## src/verilog/cgu_pkg.sv

```systemverilog
// Constants, field layouts and carrier types of the clock generation unit.
// Assumes a single 50 MHz system clock and a synchronous active-high reset.
package cgu_pkg;
  // ----------------------------------------------------------------------
  // Timing
  // ----------------------------------------------------------------------
  localparam int CLK_HZ          = 50_000_000;
  localparam int CLK_PERIOD_NS   = 20;
  localparam int IRG_SLOW_HZ     = 243_000;
  localparam int IRG_FAST_HZ     = 8_000_000;
  localparam int DCO_MIN_HZ      = 8_000_000;
  localparam int DCO_MAX_HZ      = 40_000_000;
  localparam int EXT_LOSS_NS     = 40_960;
  localparam int SLOW_CYC        = CLK_HZ / IRG_SLOW_HZ;
  localparam int FAST_HALF_CYC   = CLK_HZ / (2 * IRG_FAST_HZ);
  localparam int EXT_LOSS_CYC    = EXT_LOSS_NS / CLK_PERIOD_NS;
  localparam logic [15:0] DCO_WORD_MIN = 16'(longint'(DCO_MIN_HZ) * 65536 / CLK_HZ);
  localparam logic [15:0] DCO_WORD_MAX = 16'(longint'(DCO_MAX_HZ) * 65536 / CLK_HZ);
  localparam int DCO_GAIN_SH     = 6;
  localparam int PRESCALE_LOW    = 64;
  localparam int PRESCALE_HIGH   = 1;
  localparam logic [2:0] EXT_GOOD_EDGES = 3'h4;
  localparam logic [2:0] LOCK_WINDOWS   = 3'h4;
  localparam int LOCK_TOL        = 1;
  localparam int UNLOCK_TOL      = 4;
  // ----------------------------------------------------------------------
  // Register map and fields
  // ----------------------------------------------------------------------
  localparam logic [3:0] ADDR_CTRL = 4'h0;
  localparam logic [3:0] ADDR_MULT = 4'h1;
  localparam logic [3:0] ADDR_DIV  = 4'h2;
  localparam logic [3:0] ADDR_FILT = 4'h3;
  localparam logic [3:0] ADDR_TRIM = 4'h4;
  localparam logic [3:0] ADDR_STAT = 4'h5;
  localparam int CTRL_CLOCK_MODE_SELECT_LO  = 0;
  localparam int CTRL_HGO      = 2;
  localparam int CTRL_RANGE    = 3;
  localparam int CTRL_LOCD     = 4;
  localparam int CTRL_LOSS_RST = 5;
  localparam int STAT_LOCKED   = 0;
  localparam int STAT_EXT_OK   = 1;
  localparam int STAT_LOL      = 2;
  localparam int STAT_LOC      = 3;
  localparam int STAT_SRC_EXT  = 4;
  localparam int STAT_OFF      = 5;
  localparam logic [1:0] CLOCK_MODE_SELECT_SCM = 2'h0;
  localparam logic [1:0] CLOCK_MODE_SELECT_FEI = 2'h1;
  localparam logic [1:0] CLOCK_MODE_SELECT_FBE = 2'h2;
  localparam logic [1:0] CLOCK_MODE_SELECT_FEE = 2'h3;
  localparam logic [7:0]  MULT_RST = 8'h20;
  localparam logic [15:0] DCO_RST  = 16'h4000;
  // ----------------------------------------------------------------------
  // Types
  // ----------------------------------------------------------------------
  typedef enum logic [2:0] {
    ST_OFF, ST_SCM, ST_FEI_UNL, ST_FEI_LCK, ST_FBE, ST_FEE_UNL, ST_FEE_LCK
  } cgu_state_t;
  typedef struct packed {
    logic [3:0]  addr;
    logic [15:0] wdata;
    logic        wr;
    logic        rd;
  } cgu_bus_t;
  typedef struct packed {
    logic clock_gen_output;
    logic loop_multiplied_clock;
    logic external_reference_clock;
    logic debug_local_clock;
    logic fixed_freq_enable;
    logic rti_clock;
  } cgu_clk_t;
endpackage : cgu_pkg

```

## src/verilog/cgu_top.sv

```systemverilog
// Clock generation unit: mode control, oscillator model, loop and clock select.
// Assumes ext_ref_in and stop_req are synchronous to ref_clk; every derived
// clock is registered; all but the external copy and the enable pulse are levels that toggle on one-cycle enables.
//
// Functional notes
// - Reset starts in self-clocked mode immediately.
// - Off mode holds the output clock static.
// - Self-clocked oscillator free-runs at filter value.
// - Internal loop multiplies the internal reference.
// - Loop modes pass unlocked, then locked.
// - Bypass mode drives output from external clock.
// - External loop multiplies the external reference.
// - Post divider selects divide 1 to 128.
// - Loop updates clamp oscillator word to 8-40 MHz.
// - Clock or lock loss raises reset or interrupt.
// - Never switch to a source not running.
// - Output moves to loop after lock.
// - Oscillator setting kept through stop.
// - Lost reference freezes oscillator frequency.
// - Status shows lock and loss of lock.
// - External reference monitored for validity.
// - Internal fast and trimmable slow references.
// - Periodic interrupt clock paced by the trimmed slow reference.
// - High gain select picks oscillator amplitude.
// - Range select picks low or high crystal.
// - External square wave passed to clock path.
// - Select block drives loop, ext, debug, enable.
// - Mode field codes 00 01 10 11.
// - Prescale 64 in low range, 1 high.
`timescale 1ns/1ps
module cgu_top
  import cgu_pkg::*;
(
  input  wire logic        ref_clk,
  input  wire logic        rst,
  input  wire cgu_bus_t    bus,
  output logic      [15:0] bus_rdata,
  input  wire logic        ext_ref_in,
  input  wire logic        stop_req,
  output cgu_clk_t         clocks,
  output logic             osc_high_gain,
  output logic             osc_high_range,
  output logic             osc_enable,
  output logic             loss_reset_req,
  output logic             loss_irq
);
  // ----------------------------------------------------------------------
  // State
  // ----------------------------------------------------------------------
  typedef struct packed {
    cgu_state_t  st;
    logic [1:0]  clock_mode_select;
    logic        high_gain_select;
    logic        range_hi;
    logic        locd;
    logic        rst_on_loss;
    logic        cfg_done;
    logic        ext_rsv;
    logic [7:0]  mult;
    logic [2:0]  div_sel;
    logic [7:0]  trim;
    logic [15:0] dco_word;
    logic [15:0] dco_acc;
    logic [8:0]  slow_cnt;
    logic [1:0]  fast_cnt;
    logic        ext_prev;
    logic [11:0] ext_idle;
    logic [2:0]  ext_good;
    logic        ext_valid;
    logic [15:0] win_cnt;
    logic [2:0]  lock_run;
    logic        lol_flag;
    logic        loc_flag;
    logic        src_ext;
    logic [6:0]  div_cnt;
    logic        osc_en;
    logic        loss_rst;
    logic        loss_int;
    logic [15:0] rdata;
    cgu_clk_t    clk;
  } cgu_regs_t;

  cgu_regs_t s_reg;
  cgu_regs_t s_next;

  logic               ext_rise;
  logic               ext_edge;
  logic               slow_tick;
  logic               fast_tick;
  logic               dco_carry;
  logic               dco_tick;
  logic               in_fei;
  logic               in_fee;
  logic               in_lck;
  logic               win_end;
  logic [15:0]        target;
  logic signed [17:0] err;
  logic signed [17:0] aerr;
  logic signed [19:0] wsum;
  logic               lock_ok;
  logic               lock_lost;
  logic               loc_evt;
  logic               clr_lol;
  logic               clr_loc;
  logic               want_ext;
  logic               src_tick;
  logic [6:0]         div_mask;
  logic [8:0]         slow_period;

  // ----------------------------------------------------------------------
  // Next-state logic
  // ----------------------------------------------------------------------
  always_comb begin
    s_next = s_reg;
    s_next.loss_rst = 1'b0;
    s_next.rdata = 16'h0000;
    clr_lol = 1'b0;
    clr_loc = 1'b0;
    in_fei = (s_reg.st == ST_FEI_UNL) || (s_reg.st == ST_FEI_LCK);
    in_fee = (s_reg.st == ST_FEE_UNL) || (s_reg.st == ST_FEE_LCK);
    in_lck = (s_reg.st == ST_FEI_LCK) || (s_reg.st == ST_FEE_LCK);

    // Register writes. Oscillator settings are write-once so a running crystal is never retuned.
    if (bus.wr) begin
      case (bus.addr)
        ADDR_CTRL: begin
          if (!s_reg.cfg_done) begin
            s_next.high_gain_select = bus.wdata[CTRL_HGO];
            s_next.range_hi = bus.wdata[CTRL_RANGE];
            s_next.ext_rsv = bus.wdata[CTRL_CLOCK_MODE_SELECT_LO+1];
          end
          s_next.cfg_done = 1'b1;
          if (!bus.wdata[CTRL_CLOCK_MODE_SELECT_LO+1] || s_next.ext_rsv) begin
            s_next.clock_mode_select = bus.wdata[CTRL_CLOCK_MODE_SELECT_LO+:2];
          end
          s_next.locd = bus.wdata[CTRL_LOCD];
          s_next.rst_on_loss = bus.wdata[CTRL_LOSS_RST];
        end
        ADDR_MULT: s_next.mult = bus.wdata[7:0];
        ADDR_DIV:  s_next.div_sel = bus.wdata[2:0];
        ADDR_FILT: s_next.dco_word = bus.wdata;
        ADDR_TRIM: s_next.trim = bus.wdata[7:0];
        ADDR_STAT: begin
          clr_lol = bus.wdata[STAT_LOL];
          clr_loc = bus.wdata[STAT_LOC];
        end
        default: ;
      endcase
    end
    if (bus.rd) begin
      case (bus.addr)
        ADDR_CTRL: s_next.rdata = {10'h000, s_reg.rst_on_loss, s_reg.locd, s_reg.range_hi, s_reg.high_gain_select, s_reg.clock_mode_select};
        ADDR_MULT: s_next.rdata = {8'h00, s_reg.mult};
        ADDR_DIV:  s_next.rdata = {13'h0000, s_reg.div_sel};
        ADDR_FILT: s_next.rdata = s_reg.dco_word;
        ADDR_TRIM: s_next.rdata = {8'h00, s_reg.trim};
        ADDR_STAT: s_next.rdata = {10'h000, s_reg.st == ST_OFF, s_reg.src_ext, s_reg.loc_flag,
                                   s_reg.lol_flag, s_reg.ext_valid, in_lck};
        default:   s_next.rdata = 16'h0000;
      endcase
    end

    // External reference: pass-through and activity monitor.
    ext_rise = ext_ref_in & ~s_reg.ext_prev;
    ext_edge = ext_ref_in ^ s_reg.ext_prev;
    s_next.ext_prev = ext_ref_in;
    s_next.clk.external_reference_clock = ext_ref_in & s_reg.ext_rsv;
    if (ext_edge) begin
      s_next.ext_idle = 12'h000;
      if (s_reg.ext_good != EXT_GOOD_EDGES) begin
        s_next.ext_good = s_reg.ext_good + 3'h1;
      end else begin
        s_next.ext_valid = 1'b1;
      end
    end else if (s_reg.ext_idle == 12'(EXT_LOSS_CYC)) begin
      s_next.ext_valid = 1'b0;
      s_next.ext_good = 3'h0;
    end else begin
      s_next.ext_idle = s_reg.ext_idle + 12'h001;
    end

    // Internal references; the slow one is trimmed and also paces the periodic interrupt.
    slow_period = 9'(SLOW_CYC) + {s_reg.trim[7], s_reg.trim};
    slow_tick = (s_reg.slow_cnt >= slow_period - 9'h001);
    s_next.slow_cnt = slow_tick ? 9'h000 : s_reg.slow_cnt + 9'h001;
    s_next.clk.rti_clock = s_reg.clk.rti_clock ^ slow_tick;
    fast_tick = (s_reg.fast_cnt == 2'(FAST_HALF_CYC - 1));
    s_next.fast_cnt = fast_tick ? 2'h0 : s_reg.fast_cnt + 2'h1;
    s_next.clk.debug_local_clock = s_reg.clk.debug_local_clock ^ fast_tick;

    // Oscillator: phase accumulator. Frozen in off mode so it restarts where it left off.
    {dco_carry, s_next.dco_acc} = {1'b0, s_reg.dco_acc} + {1'b0, s_reg.dco_word};
    if (s_reg.st == ST_OFF) begin
      s_next.dco_acc = s_reg.dco_acc;
    end
    dco_tick = dco_carry && (s_reg.st != ST_OFF);
    s_next.clk.loop_multiplied_clock = s_reg.clk.loop_multiplied_clock ^ dco_tick;

    // Loop: count oscillator ticks over one reference period and steer the word.
    win_end = in_fei ? slow_tick : (in_fee && ext_rise && s_reg.ext_valid);
    target = (in_fee && !s_reg.range_hi) ? 16'(s_reg.mult * PRESCALE_LOW)
                                         : 16'(s_reg.mult * PRESCALE_HIGH);
    err = $signed({2'b00, target}) - $signed({2'b00, s_reg.win_cnt});
    aerr = (err < 0) ? -err : err;
    wsum = $signed({4'h0, s_reg.dco_word}) + ($signed(20'(err)) <<< DCO_GAIN_SH);
    lock_ok = 1'b0;
    lock_lost = 1'b0;
    if (in_fei || in_fee) begin
      if (win_end) begin
        s_next.win_cnt = {15'h0000, dco_tick};
        if (wsum < $signed({4'h0, DCO_WORD_MIN})) begin
          s_next.dco_word = DCO_WORD_MIN;
        end else if (wsum > $signed({4'h0, DCO_WORD_MAX})) begin
          s_next.dco_word = DCO_WORD_MAX;
        end else begin
          s_next.dco_word = wsum[15:0];
        end
        if (aerr <= 18'sd1 * LOCK_TOL) begin
          s_next.lock_run = (s_reg.lock_run == LOCK_WINDOWS) ? s_reg.lock_run : s_reg.lock_run + 3'h1;
          lock_ok = !in_lck && (s_reg.lock_run == LOCK_WINDOWS - 3'h1);
        end else begin
          s_next.lock_run = 3'h0;
          lock_lost = in_lck && (aerr > 18'sd1 * UNLOCK_TOL);
        end
      end else begin
        s_next.win_cnt = s_reg.win_cnt + {15'h0000, dco_tick};
      end
    end else begin
      s_next.win_cnt = 16'h0000;
      s_next.lock_run = 3'h0;
    end

    // Mode control.
    if (s_reg.st == ST_OFF) begin
      if (!stop_req) begin
        s_next.st = ST_SCM;
      end
    end else if (stop_req) begin
      s_next.st = ST_OFF;
    end else begin
      case (s_reg.clock_mode_select)
        CLOCK_MODE_SELECT_SCM: s_next.st = ST_SCM;
        CLOCK_MODE_SELECT_FEI: begin
          if (!in_fei || lock_lost) begin
            s_next.st = ST_FEI_UNL;
          end else if (lock_ok) begin
            s_next.st = ST_FEI_LCK;
          end
        end
        CLOCK_MODE_SELECT_FBE: begin
          if (s_reg.ext_valid) begin
            s_next.st = ST_FBE;
          end
        end
        CLOCK_MODE_SELECT_FEE: begin
          if (!in_fee) begin
            if (s_reg.ext_valid) begin
              s_next.st = ST_FEE_UNL;
            end
          end else if (lock_lost) begin
            s_next.st = ST_FEE_UNL;
          end else if (lock_ok) begin
            s_next.st = ST_FEE_LCK;
          end
        end
        default: s_next.st = ST_SCM;
      endcase
    end
    s_next.osc_en = s_next.ext_rsv && (s_next.st != ST_OFF);

    // Loss monitoring; a new event wins over a clear in the same cycle.
    loc_evt = s_reg.ext_valid && !s_next.ext_valid && !s_reg.locd && ((s_reg.st == ST_FBE) || in_fee);
    s_next.lol_flag = lock_lost || (s_reg.lol_flag && !clr_lol);
    s_next.loc_flag = loc_evt || (s_reg.loc_flag && !clr_loc);
    s_next.loss_rst = s_reg.rst_on_loss && (lock_lost || loc_evt);
    s_next.loss_int = !s_reg.rst_on_loss && (s_next.lol_flag || s_next.loc_flag);

    // Clock select and post divider. A pending source change is taken only at the end
    // of a high phase, so neither phase is cut short; a dead external source is left while the output is low, in self-clocked or locked states.
    want_ext = (s_reg.st == ST_FBE) ? 1'b1 :
               ((s_reg.st == ST_SCM) || in_lck) ? 1'b0 : s_reg.src_ext;
    src_tick = (s_reg.st != ST_OFF) && (s_reg.src_ext ? ext_edge : dco_tick);
    div_mask = 7'((8'h01 << s_reg.div_sel) - 8'h01);
    if (src_tick) begin
      s_next.div_cnt = s_reg.div_cnt + 7'h01;
      if ((s_reg.div_cnt | ~div_mask) == 7'h7F) begin
        s_next.clk.clock_gen_output = ~s_reg.clk.clock_gen_output;
        s_next.div_cnt = 7'h00;
        if (s_reg.clk.clock_gen_output) begin
          s_next.src_ext = want_ext;
        end
      end
    end else if (!s_reg.clk.clock_gen_output && s_reg.src_ext && !s_reg.ext_valid) begin
      s_next.src_ext = want_ext;
      s_next.div_cnt = 7'h00;
    end
    s_next.clk.fixed_freq_enable = ext_rise && s_reg.ext_valid
                                   && ((s_reg.st == ST_FBE) || in_fee);
  end

  // ----------------------------------------------------------------------
  // Registers
  // ----------------------------------------------------------------------
  always_ff @(posedge ref_clk) begin
    if (rst) begin
      s_reg <= '0;
      s_reg.st <= ST_SCM;
      s_reg.mult <= MULT_RST;
      s_reg.dco_word <= DCO_RST;
    end else begin
      s_reg <= s_next;
    end
  end

  assign bus_rdata      = s_reg.rdata;
  assign clocks         = s_reg.clk;
  assign osc_high_gain  = s_reg.high_gain_select;
  assign osc_high_range = s_reg.range_hi;
  assign osc_enable     = s_reg.osc_en;
  assign loss_reset_req = s_reg.loss_rst;
  assign loss_irq       = s_reg.loss_int;
endmodule : cgu_top

```

## config.mk

```make
export PLATFORM = sky130hd
export DESIGN_NAME = cgu_top
export DESIGN_NICKNAME = d
export VERILOG_FILES = /design/src/verilog/cgu_pkg.sv /design/src/verilog/cgu_top.sv
export SDC_FILE = /design/constraint.sdc
export NUM_CORES = 1
export LEC_CHECK = 0
export ABC_CLOCK_PERIOD_IN_PS = 6900
export BUFFER_PORTS_ARGS = -buffer_cell sky130_fd_sc_hd__buf_2
export CAP_MARGIN = 30
export CORE_UTILIZATION = 50
export CTS_CLUSTER_DIAMETER = 150
export DETAILED_ROUTE_END_ITERATION = 8
export HOLD_SLACK_MARGIN = 0.02
export PLACE_DENSITY = 0.68
export SYNTH_ARGS = -nofsm -noshare
export SYNTH_HDL_FRONTEND = slang
export SYNTH_SLANG_ARGS = --single-unit
export TNS_END_PERCENT = 1
```

## constraint.sdc

```tcl
create_clock -name ref_clk -period 6.9 [get_ports ref_clk]
set_input_delay 1.035 -clock ref_clk [delete_from_list [all_inputs] [get_ports ref_clk]]
set_output_delay 1.035 -clock ref_clk [all_outputs]
set_load 0.05 [all_outputs]
```

==> After elaboration in Yosys (flattened, before gate mapping) <==
Cells that the tools add are included.
{ "totals": {"wordCells": 211, "register_bits": 144, "inputBits": 26, "out_inout_bits": 27} }
{ "classes": {"n_eq_ne": 24, "shift": 1, "muxes": 52, "bitwise": 13, "reduce_logical": 65, "n_lt_le_gt_ge": 6, "add_sub_neg": 14} }
{ "op_table": {"columns": ["cell", "count"], "rows": [
  ["$pmux 16 s6", 1],
  ["$mux 16", 5],
  ["$mux 3", 14],
  ["$mux 8", 5],
  ["$mux 36", 1],
  ["$mux 1", 21],
  ["$add 17x20->20", 1],
  ["$gt 20x17->1 const B", 1],
  ["$lt 20x15->1 const B", 1],
  ["$logic_and 1x1->1", 19],
  ["$gt 18x4->1 const B", 1],
  ["$le 18x2->1 const B", 1],
  ["$mux 18", 1],
  ["$neg 17->18", 1],
  ["$add 16x16->17", 1],
  ["$lt 17x1->1 const B", 1],
  ["$sub 14x16->17", 1],
  ["$add 16x1->16", 1],
  ["$mux 14", 1],
  ["$reduce_and 2->1", 7],
  ["$add 12x1->12 const B", 1],
  ["$eq 12x12->1 const B", 1],
  ["$eq 3x3->1 const B", 4],
  ["$logic_or 1x1->1", 12],
  ["other kinds (36)", 72]
]} }

==> Depth between registers and ports, before layout <==
Gate-level depths: netlist of run 1.
{ "logic_depth": {"depth_word": 19, "mapped_depth": 23, "mapped_depth_nobuf": 21} }

==> Least setup slack after synthesis of run 1 <==
No wires, ideal clock.
{ "synth_path": {"path_kind": "flip-flop to flip-flop", "start": "register s_reg[142] (netlist bit)", "end": "register s_reg[100] (netlist bit)", "t_required_ns": 6.768, "t_arrival_ns": 4.826, "path_slack_ns": 1.943, "path_buffers": 3, "setup_time_ns": 0.132, "stages_incl_launch_ff": 23, "period_less_slack_ns": 4.957, "path_cell_list": "dfxtp_1 clkbuf_1 xor2_1 nand2_1 nor2_1 clkbuf_1 nor2b_1 ha_1 buf_2 or3_1 o31ai_2 a21oi_1 nor2_1 inv_1 ha_1 and2_1 a221o_1 and4b_1 a211oi_1 o311ai_1 or2_2 a21oi_1 nor3_1"} }
{ "synth_between": {"elab_chain_len": 11, "elab_cells_between_ends": 20, "cone_classes": "add/sub: 2; order compare: 2; eq/ne: 4; mux: 6; reduce/logical: 6"} }
{ "synth_lines": {"columns": ["item", "line_no", "rtl"], "rows": [
  ["from (decl)", "cgu_top.sv:83", "cgu_regs_t s_reg;"],
  ["from (signal assigned)", "cgu_top.sv:311", "s_reg <= s_next;"],
  ["$eq 3x3->1", "cgu_top.sv:120", "in_fee = (s_reg.st == ST_FEE_UNL) || (s_reg.st == ST_FEE_LCK);"],
  ["$logic_or 1x1->1", "cgu_top.sv:120", null],
  ["$logic_and 1x1->1", "cgu_top.sv:201", "target = (in_fee && !s_reg.range_hi) ? 16'(s_reg.mult * PRESCALE_LOW)"],
  ["$mux 14", "cgu_top.sv:201", null],
  ["$sub 14x16->17", "cgu_top.sv:203", "err = $signed({2'b00, target}) - $signed({2'b00, s_reg.win_cnt});"],
  ["$add 17x20->20", "cgu_top.sv:205", "wsum = $signed({4'h0, s_reg.dco_word}) + ($signed(20'(err)) <<< DCO_GAIN_SH);"],
  ["$gt 20x17->1", "cgu_top.sv:213", "end else if (wsum > $signed({4'h0, DCO_WORD_MAX})) begin"],
  ["$mux 16", "cgu_top.sv:213", null],
  ["$mux 16", "cgu_top.sv:211", "if (wsum < $signed({4'h0, DCO_WORD_MIN})) begin"],
  ["$mux 16", "cgu_top.sv:209", "if (win_end) begin"],
  ["$mux 16 (*)", "cgu_top.sv:208", "if (in_fei || in_fee) begin"]
]} }
Every way passes the cells marked *; elsewhere a longest branch is shown, timed or not.
A chain may end at the register's enable or synchronous reset.

==> Worst setup path in the final report of run 1 <==
{ "layout_path": {"start": "register s_reg[141] (netlist bit)", "end": "register s_reg[100] (netlist bit)"} }
The elaborated chain is that of the path after synthesis.

==> results of run 1 <==
==> routing by layer <==
metal | wire length (microns) | GRT usage, % | share of wire, % | vias up
met3 | 975 | 4.532 | 4.4 | 26
met4 | 346 | 7.126 | 1.6 | 0
met5 | 0 | 0 | 0 | -
met2 | 10370 | 40.17 | 47 | 177
met1 | 10480 | 31.86 | 47 | 3723
li1 | - | - | - | 4046
==> stage by stage <==
| step | hold slack (ps) | total power [uW] | instance area, sq um |
|---|---|---|---|
| floorplan | 397.5 | 1013 | 9228 |
| global placement | 407.4 | 1055 | 9468 |
| detailed placement | 422.9 | 1057 | 9468 |
| CTS | 432.8 | 2029 | 10080 |
| global route | 461.3 | 2086 | 10080 |
| finish | 428.6 | 2012 | 10080 |
==> path summary, 6_finish.rpt <==
kind | startpoint | endpoint | slack [ps]
setup / recovery | s_reg[141] | s_reg[100] | 970
hold / removal | s_reg[71] | s_reg[71] | 430
setup reg to reg | s_reg[141] | s_reg[100] | 970
hold reg to reg | s_reg[71] | s_reg[71] | 430
==> synth_stat cells (13+ instances only) <==
library cell  instances
nor3_1               37
dfxtp_1             144
clkbuf_1             35
ha_1                 65
xnor2_1              38
a21oi_1              72
inv_1                62
xor2_1               37
o21ai_0              46
and2_1               25
nand4_1              13
nor2_1              151
nand3_1              36
nor2b_1              20
nand2_1              91
mux2i_1              33
a211oi_1             16
buf_4                22
==> cell type report <==
type / instances / share of cell area [%]
Inverter: 62 / 2.309
Sequential cell: 144 / 28.60
Clock buffer: 18 / 4.258
Clock inverter: 14 / 1.800
Multi-Input combinational cell: 873 / 57.46
Timing Repair Buffer: 54 / 2.731
Tap cell: 229 / 2.843
==> worst max-delay path, cell delays in order (launching register included) <==
cell      delay (ps)
dfxtp_1          570
xor2_1           230
nand2_1          130
nor2_1           550
nor2b_1          180
fa_1             500
xnor2_1          440
inv_1            170
ha_1             350
nor2b_1          140
o21ai_0          190
a21boi_0         140
o21ai_0          240
a21oi_1          150
a221o_1          350
and4b_1          200
a211oi_1         380
o311ai_1         260
or2_2            410
a21oi_1          160
nor3_1            70
==> power by group through the flow <==
stage               Sequential (uW)  Clock (uW)  Combinational, uW
floorplan                       875           0                138
global placement                879           0                176
detailed placement              880           0                177
CTS                             861         989                179
global route                    863        1020                199
finish                          861         971                179
==> logic make-up after synthesis <==
logic type                 count (synthesis)  synth area share [%]
adders and majority gates                 68                 9.464
buffers and inverters                    126                 6.129
muxes                                     42                 5.044
and+or+nand+nor                          438                 22.78
DFF                                      144                 31.24
AOI/OAI and AO/OA                        250                 18.22
xor gates and xnor gates                  75                 7.119
==> reports/qor.csv, run 1 <==
stage,metric,value,unit
status,status,finished clean,
clock_network,cts_setup_buffers,0,
sta,worst_pin_slew,965.6,ps
yosys,yosys_warnings,0,
routing,vias_per_cell,5.719,
sta,finalSetupViolCount,0,
worst_setup_path,cp_max_fo,13,
worst_setup_path,endpoint_kind,flop,
min_path,holdPathStages,1,
routing,drt_iter0_markers,589,
routing,vias,7972,
routing,drtPass1Iterations,5,
clock_network,cts_tree,yes,
sta,hold_viol,0,
sta,setup_ws,974.8,ps
finish,final_cell_mix,"nor2_1 (151), dfxtp_1 (144), nand2_1 (91)",
routing,post_drt_wl_per_cell,15.91,microns
die,core_area,18020,sq um
clock_network,numCtsBuffers,17,
yosys,yosys-top-cells-area,"dfxtp_1 (31%), ha_1 (8.8%), nor2_1 (6.1%), a21oi_1 (3.9%), nand2_1 (3.7%)",
placed_design,pre_cts_ws,997.9,ps
yosys,synth_top_cell_area_share,31.24,%
die,io_pins,53,
pwr,comb_power_share,8.9,%
die,die_area,19000,sq um
finish,final_common_cell,nor2_1,
finish,multi_input_area,5791,sq um
sta,finalSetupTns,0,ps
pwr,internal_power,1489,uW
finish,largest_register_ffs,117,
pwr,p_sw,522.6,uW
placed_design,dp.cells,1362,
finish,areaGrowthSynthToFinish,9.220,%
finish,seq_area,2883,sq um
clock_network,cts-hold-fix-buffers,0,
clock_network,clock_path_buffers,2,
grt,grt_start_max_net_pins,48,
grt,grt_overflow_total,0,
clock_network,cts_resized,0,
clock_network,worstSkewPairLatency,440,ps
placed_design,port_buffers,52,
sta,min_period_over_period,85.87,%
die,start_util,51.19,%
pwr,p_per_area,199.6,nW/um^2
yosys,avgSynthCellArea,8.073,sq um
sta,fmax,168.8,MHz
sta,relSlewSlack,35.42,%
run,maxCapViolCount,0,
die,fp.dieH,137.9,microns
yosys,syn_nets,1237,
grt,antenna_found_initial,0,
clock_network,clk_pin_slew,60,ps
finish,drive_above_1_share,9.614,%
yosys,synth_edf_count,0,
worst_setup_path,crit_type,flop to flop,
clock_network,cts.htree.levels,4,
worst_setup_path,reg2reg_depth,20,
placed_design,detailed_place_hpwl,16450,microns
routing,routed_wl,22180,microns
min_path,hold_class,flop to flop,
finish,utilization,55.91,%
worst_setup_path,required,7200,ps
grt,grt_pass1_wl,35590,microns
yosys,synth_area,9228,sq um
pwr,clockPowerShare,48.3,%
pwr,irDropWorstVdd,239.7,uV
yosys,synthDistinctLibCells,76,
die,rows,49,
routing,ant_nets,0,
routing,drc,0,
finish,finalNonFillerCells,1394,
grt,grt_use_total,24.24,%
sta,layout_min_cycle_time,5925,ps
yosys,ys_seq_area_share,31.24,%
sta,rsz0062_at_grt,no,
yosys,synth_ff_type,dfxtp_1,
die,die_w,137.9,microns
clock_network,cts-root-buf,clkbuf_16,
yosys,async_reset_ff_share,0,%
grt,grt_pass1_vias,7146,
placed_design,gp_congestion,0.9112,
finish,fillers,1695,
clock_network,clkSinkCount,144,
pwr,leakagePower,0.004233,uW
worst_setup_path,crit_path_start_kind,flop,
sta,drv_slew,0,
pwr,p_sw_share,25.98,%
finish,layout.nets,1246,
yosys,postSynthCellCount,1143,
worst_setup_path,crit_arrival,6220,ps
yosys,yosys.area.top_type,dfxtp_1,
yosys,synth_seq_cells,144,
finish,n_antenna_cell,0,
pwr,power_frac_seq,42.8,%
sta,clock_skew,10.01,ps
Power figures use the tool's default switching activity.
==> run 2, diff against run 1 <==
CORE_ASPECT_RATIO = 1.1   (was unset)
==> run 2 against run 1 <==
- sequential power hardly changed
- core utilization is 0.27 points higher
- combinational power hardly changed
- register-to-register slack hardly changed
- hold slack worse by 5.0 ps
- total power is 4.6% lower
- non-clock buffer count stayed put
- global-route usage is 0.35 points lower
- sequential share of layout area is 0.11 points higher
- clock power is 9.6% lower
==> reports/qor.csv, run 2 (synthesis results as in run 1) <==
stage,metric,value,unit
pwr,irDropWorstVdd,162.4,uV
finish,areaGrowthSynthToFinish,8.787,%
placed_design,pre_cts_ws,1135,ps
sta,worst_pin_slew,930.5,ps
clock_network,cts-root-buf,clkbuf_16,
finish,drive_above_1_share,9.614,%
grt,grt_overflow_total,0,
finish,layout.nets,1246,
finish,final_common_cell,nor2_1,
clock_network,worstSkewPairLatency,430,ps
clock_network,cts_tree,yes,
routing,drtPass1Iterations,5,
sta,hold_viol,0,
grt,grt_use_total,23.89,%
clock_network,cts-hold-fix-buffers,0,
placed_design,gp_congestion,0.9012,
die,fp.dieH,144.5,microns
die,die_area,19000,sq um
finish,utilization,56.18,%
routing,routed_wl,22010,microns
grt,met3_usage,4.171,%
grt,grt_start_max_net_pins,68,
die,start_util,51.65,%
placed_design,port_buffers,52,
finish,seq_area,2883,sq um
die,core_area,17870,sq um
routing,drc,0,
routing,drt_iter0_markers,696,
sta,min_period_over_period,85.95,%
grt,busiest_layer,met2,
routing,post_drt_wl_per_cell,15.68,microns
sta,layout_min_cycle_time,5930,ps
clock_network,clk_pin_slew,60,ps
grt,grt_pass1_wl,36430,microns
worst_setup_path,endpoint_kind,flop,
finish,final_cell_mix,"nor2_1 (151), dfxtp_1 (144), nand2_1 (91)",
run,maxCapViolCount,0,
finish,largest_register_ffs,117,
pwr,leakagePower,0.004212,uW
grt,grt_use_met1,29.87,%
finish,fillers,1770,
sta,timing.hold.ws,423.6,ps
placed_design,detailed_place_hpwl,16520,microns
clock_network,numCtsBuffers,17,
sta,rsz0062_at_grt,no,
sta,finalSetupViolCount,0,
clock_network,cts_resized,0,
status,status,finished clean,
clock_network,clock_path_buffers,2,
sta,relSlewSlack,37.73,%
grt,grt_pass1_vias,7347,
sta,fmax,168.6,MHz
clock_network,cts.htree.levels,4,
worst_setup_path,required,7180,ps
worst_setup_path,crit_arrival,6210,ps
sta,drv_slew,0,
die,die_w,131.5,microns
sta,finalSetupTns,0,ps
min_path,hold_class,flop to flop,
pwr,p_per_area,191.2,nW/um^2
routing,ant_nets,0,
grt,use_met2,40.57,%
worst_setup_path,crit_path_start_kind,flop,
clock_network,cts_setup_buffers,0,
worst_setup_path,cp_max_fo,13,
finish,n_antenna_cell,0,
die,io_pins,53,
worst_setup_path,crit_type,flop to flop,
grt,antenna_found_initial,0,
clock_network,clkSinkCount,144,
sta,setup_ws,969.8,ps
pwr,total_power,1919,uW
sta,clock_skew,11.35,ps
die,rows,51,
finish,multi_input_area,5784,sq um
routing,vias_per_cell,5.668,
routing,vias,7952,
==> run 2: cell types whose count changed in the layout (fill, tap and decap cells not counted), sizes merged <==
cell    delta
bufinv     -3
clkbuf     +3
==> run 2: power breakdown <==
group / total, uW / switching (uW) / internal [uW]
clock network: 878 / 381 / 497
logic: 180 / 113 / 66.7
registers: 861 / 14.6 / 847
total: 1920 / 509 / 1410
==> run 2: path summary, 6_finish.rpt <==
kind	start	to	slack, ps	depth (start not counted)
max reg2reg	s_reg[141]	s_reg[100]	970	19
min	s_reg[71]	s_reg[71]	420	1
min reg2reg	s_reg[71]	s_reg[71]	420	1
max	s_reg[141]	s_reg[100]	970	19
==> run 2: critical path, stage by stage (launching register included) <==
cell and delay (ps):
dfxtp_1 540, xor2_1 240, nand2_1 140, nor2_1 610, mux2_2 420, ha_1 230, or3_1 370, o31ai_2 310
a21oi_1 140, nor2_1 330, inv_1 100, ha_1 350, and2_1 180, a221o_1 350, and4b_1 200, a211oi_1 400
o311ai_1 260, or2_2 410, a21oi_1 160, nor3_1 60
==> run 2: routing by layer <==
layer / part of all wire, % / wire, microns
met5: 0 / 0
met1: 46 / 10050
met3: 5.3 / 1159
met4: 2.5 / 549
met2: 47 / 10250
==> run 2: through the flow <==
| step | cell area, sq um | cells |
|---|---|---|
| floorplan | 9228 | 1143 |
| global placement | 9473 | 1371 |
| detailed placement | 9473 | 1371 |
| CTS | 10040 | 1403 |
| global route | 10040 | 1403 |
| finish | 10040 | 1403 |
==> run 2: final cells by class <==
type                    instances  share of cell area (%)
clock buffers                  21                   4.687
inverters                      62                   2.318
multi-input cells             873                   57.62
flip-flops and latches        144                   28.72
clock inverters                11                  0.9473
well taps                     238                   2.966
repair buffers                 54                   2.742
==> run 3, diff against run 2 <==
ABC_CLOCK_PERIOD_IN_PS = 7100   (was 6900)
clock period = 7.1 ns   (was 6.9 ns; I/O delays follow)
==> run 3 against run 2 <==
- clock skew up 0.81 ps
- die area unchanged
- register-to-register slack improved by 350 ps
- critical path depth unchanged
- fmax grew 2.6%
==> reports/qor.csv, run 3 (synthesis results as in run 1) <==
stage,metric,value,unit
status,status,finished clean,
worst_setup_path,reg2reg_depth,19,
die,die_area,19000,sq um
grt,grt_use_total,23.61,%
sta,finalSetupViolCount,0,
worst_setup_path,required,7380,ps
sta,worst_pin_slew,886.7,ps
sta,drv_slew,0,
worst_setup_path,ff2ff_setup_slack,1320,ps
routing,drtPass1Iterations,6,
sta,timing.hold.ws,419.3,ps
die,io_pins,53,
finish,final_common_cell,nor2_1,
worst_setup_path,crit_arrival,6050,ps
sta,layout_min_cycle_time,5777,ps
pwr,leakagePower,0.004240,uW
die,rows,51,
finish,areaGrowthSynthToFinish,9.343,%
sta,setup_ws,1323,ps
finish,drive_above_1_share,9.614,%
sta,fmax,173.1,MHz
die,core_area,17870,sq um
grt,antenna_found_initial,0,
run,maxCapViolCount,0,
grt,grt_pass1_vias,7247,
die,fp.dieH,144.5,microns
routing,vias,7878,
clock_network,cts_tree,yes,
worst_setup_path,cp_max_fo,13,
placed_design,detailed_place_hpwl,16590,microns
sta,finalSetupTns,0,ps
placed_design,pre_cts_ws,1406,ps
clock_network,cts-hold-fix-buffers,0,
finish,n_antenna_cell,0,
routing,drc,0,
grt,grt_start_max_net_pins,68,
clock_network,clk_pin_slew,70,ps
finish,layout.nets,1246,
finish,largest_register_ffs,117,
min_path,hold_class,flop to flop,
die,die_w,131.5,microns
pwr,irDropWorstVdd,167.7,uV
pwr,total_power,1951,uW
routing,drt_iter0_markers,594,
clock_network,cts_setup_buffers,0,
clock_network,clkSinkCount,144,
pwr,p_per_area,193.3,nW/um^2
placed_design,gp_congestion,0.9004,
routing,vias_per_cell,5.615,
clock_network,numCtsBuffers,17,
grt,grt_pass1_wl,35960,microns
sta,hold_viol,0,
worst_setup_path,crit_path_end,s_reg[100],
worst_setup_path,crit_path_start_kind,flop,
clock_network,clock_path_buffers,2,
worst_setup_path,endpoint_kind,flop,
clock_network,worstSkewPairLatency,430,ps
grt,grt_overflow_total,0,
routing,post_drt_wl_per_cell,15.63,microns
clock_network,cts.htree.levels,4,
routing,routed_wl,21930,microns
worst_setup_path,r2r_end,s_reg[100],
placed_design,port_buffers,52,
worst_setup_path,crit_type,flop to flop,
sta,rsz0062_at_grt,no,
worst_setup_path,startpoint,s_reg[141],
die,start_util,51.65,%
clock_network,cts_resized,0,
sta,relSlewSlack,40.67,%
finish,utilization,56.47,%
routing,ant_nets,0,
sta,clock_skew,12.16,ps
finish,final_cell_mix,"nor2_1 (151), dfxtp_1 (144), nand2_1 (91)",
sta,min_period_over_period,81.37,%
clock_network,cts-root-buf,clkbuf_16,
worst_setup_path,worstReg2RegStart,s_reg[141],
[run 3: cell types whose count changed in the layout (fill, tap and decap cells not counted)]
cell / previous run / this run
bufinv_16: 0 / 3
clkbuf_8: 3 / 1
clkinv_2: 0 / 1
clkinv_4: 3 / 2
clkinvlp_4: 3 / 2
[run 3: stage by stage]
step	cell area [sq um]	instances
2_1_floorplan	9228	1143
3_3_place_gp	9473	1371
3_5_place_dp	9473	1371
4_1_cts	10090	1403
5_1_grt	10090	1403
6_report	10090	1403
[run 3: how the worst min path moves through the flow]
stage	startpoint	end	cells past startpoint
2_1_floorplan	s_reg[71]	s_reg[71]	1
3_3_place_gp	s_reg[71]	s_reg[71]	1
3_5_place_dp	s_reg[71]	s_reg[71]	1
4_1_cts	s_reg[71]	s_reg[71]	1
5_1_grt	s_reg[71]	s_reg[71]	1
6_report	s_reg[71]	s_reg[71]	1
[run 3: critical path, stage by stage (launching register included)]
cell	delay (ps)
dfxtp_1	540
xor2_1	220
nand2_1	130
nor2_1	580
mux2_2	410
ha_1	230
or3_1	370
o31ai_2	320
a21oi_1	130
nor2_1	330
inv_1	80
ha_1	330
and2_1	180
a221o_1	360
and4b_1	200
a211oi_1	380
o311ai_1	230
or2_2	400
a21oi_1	150
nor3_1	60
[run 3: report_power, final]
part,internal [uW],switching (uW)
Sequential,823,14.3
Combinational,64.8,110
Clock,569,369
Total,1460,494
[run 3: area by class of cell]
cell class              instances  area (sq um)
fillers                      1696          7777
multi-input cells             873          5784
flip-flops and latches        144          2883
clock buffers                  19         442.9
well taps                     238         297.8
repair buffers                 54         275.3
inverters                      62         232.7
clock inverters                13         173.9
[run 3: per-layer routing]
layer	vias to the layer above	track usage, %	wire (microns)	share of wire (%)
met4	0	9.976	631	2.9
met3	46	4.592	1066	4.9
met1	3620	29.50	10150	46
met5	-	0	0	0
met2	180	39.82	10090	46
li1	4032	-	-	-
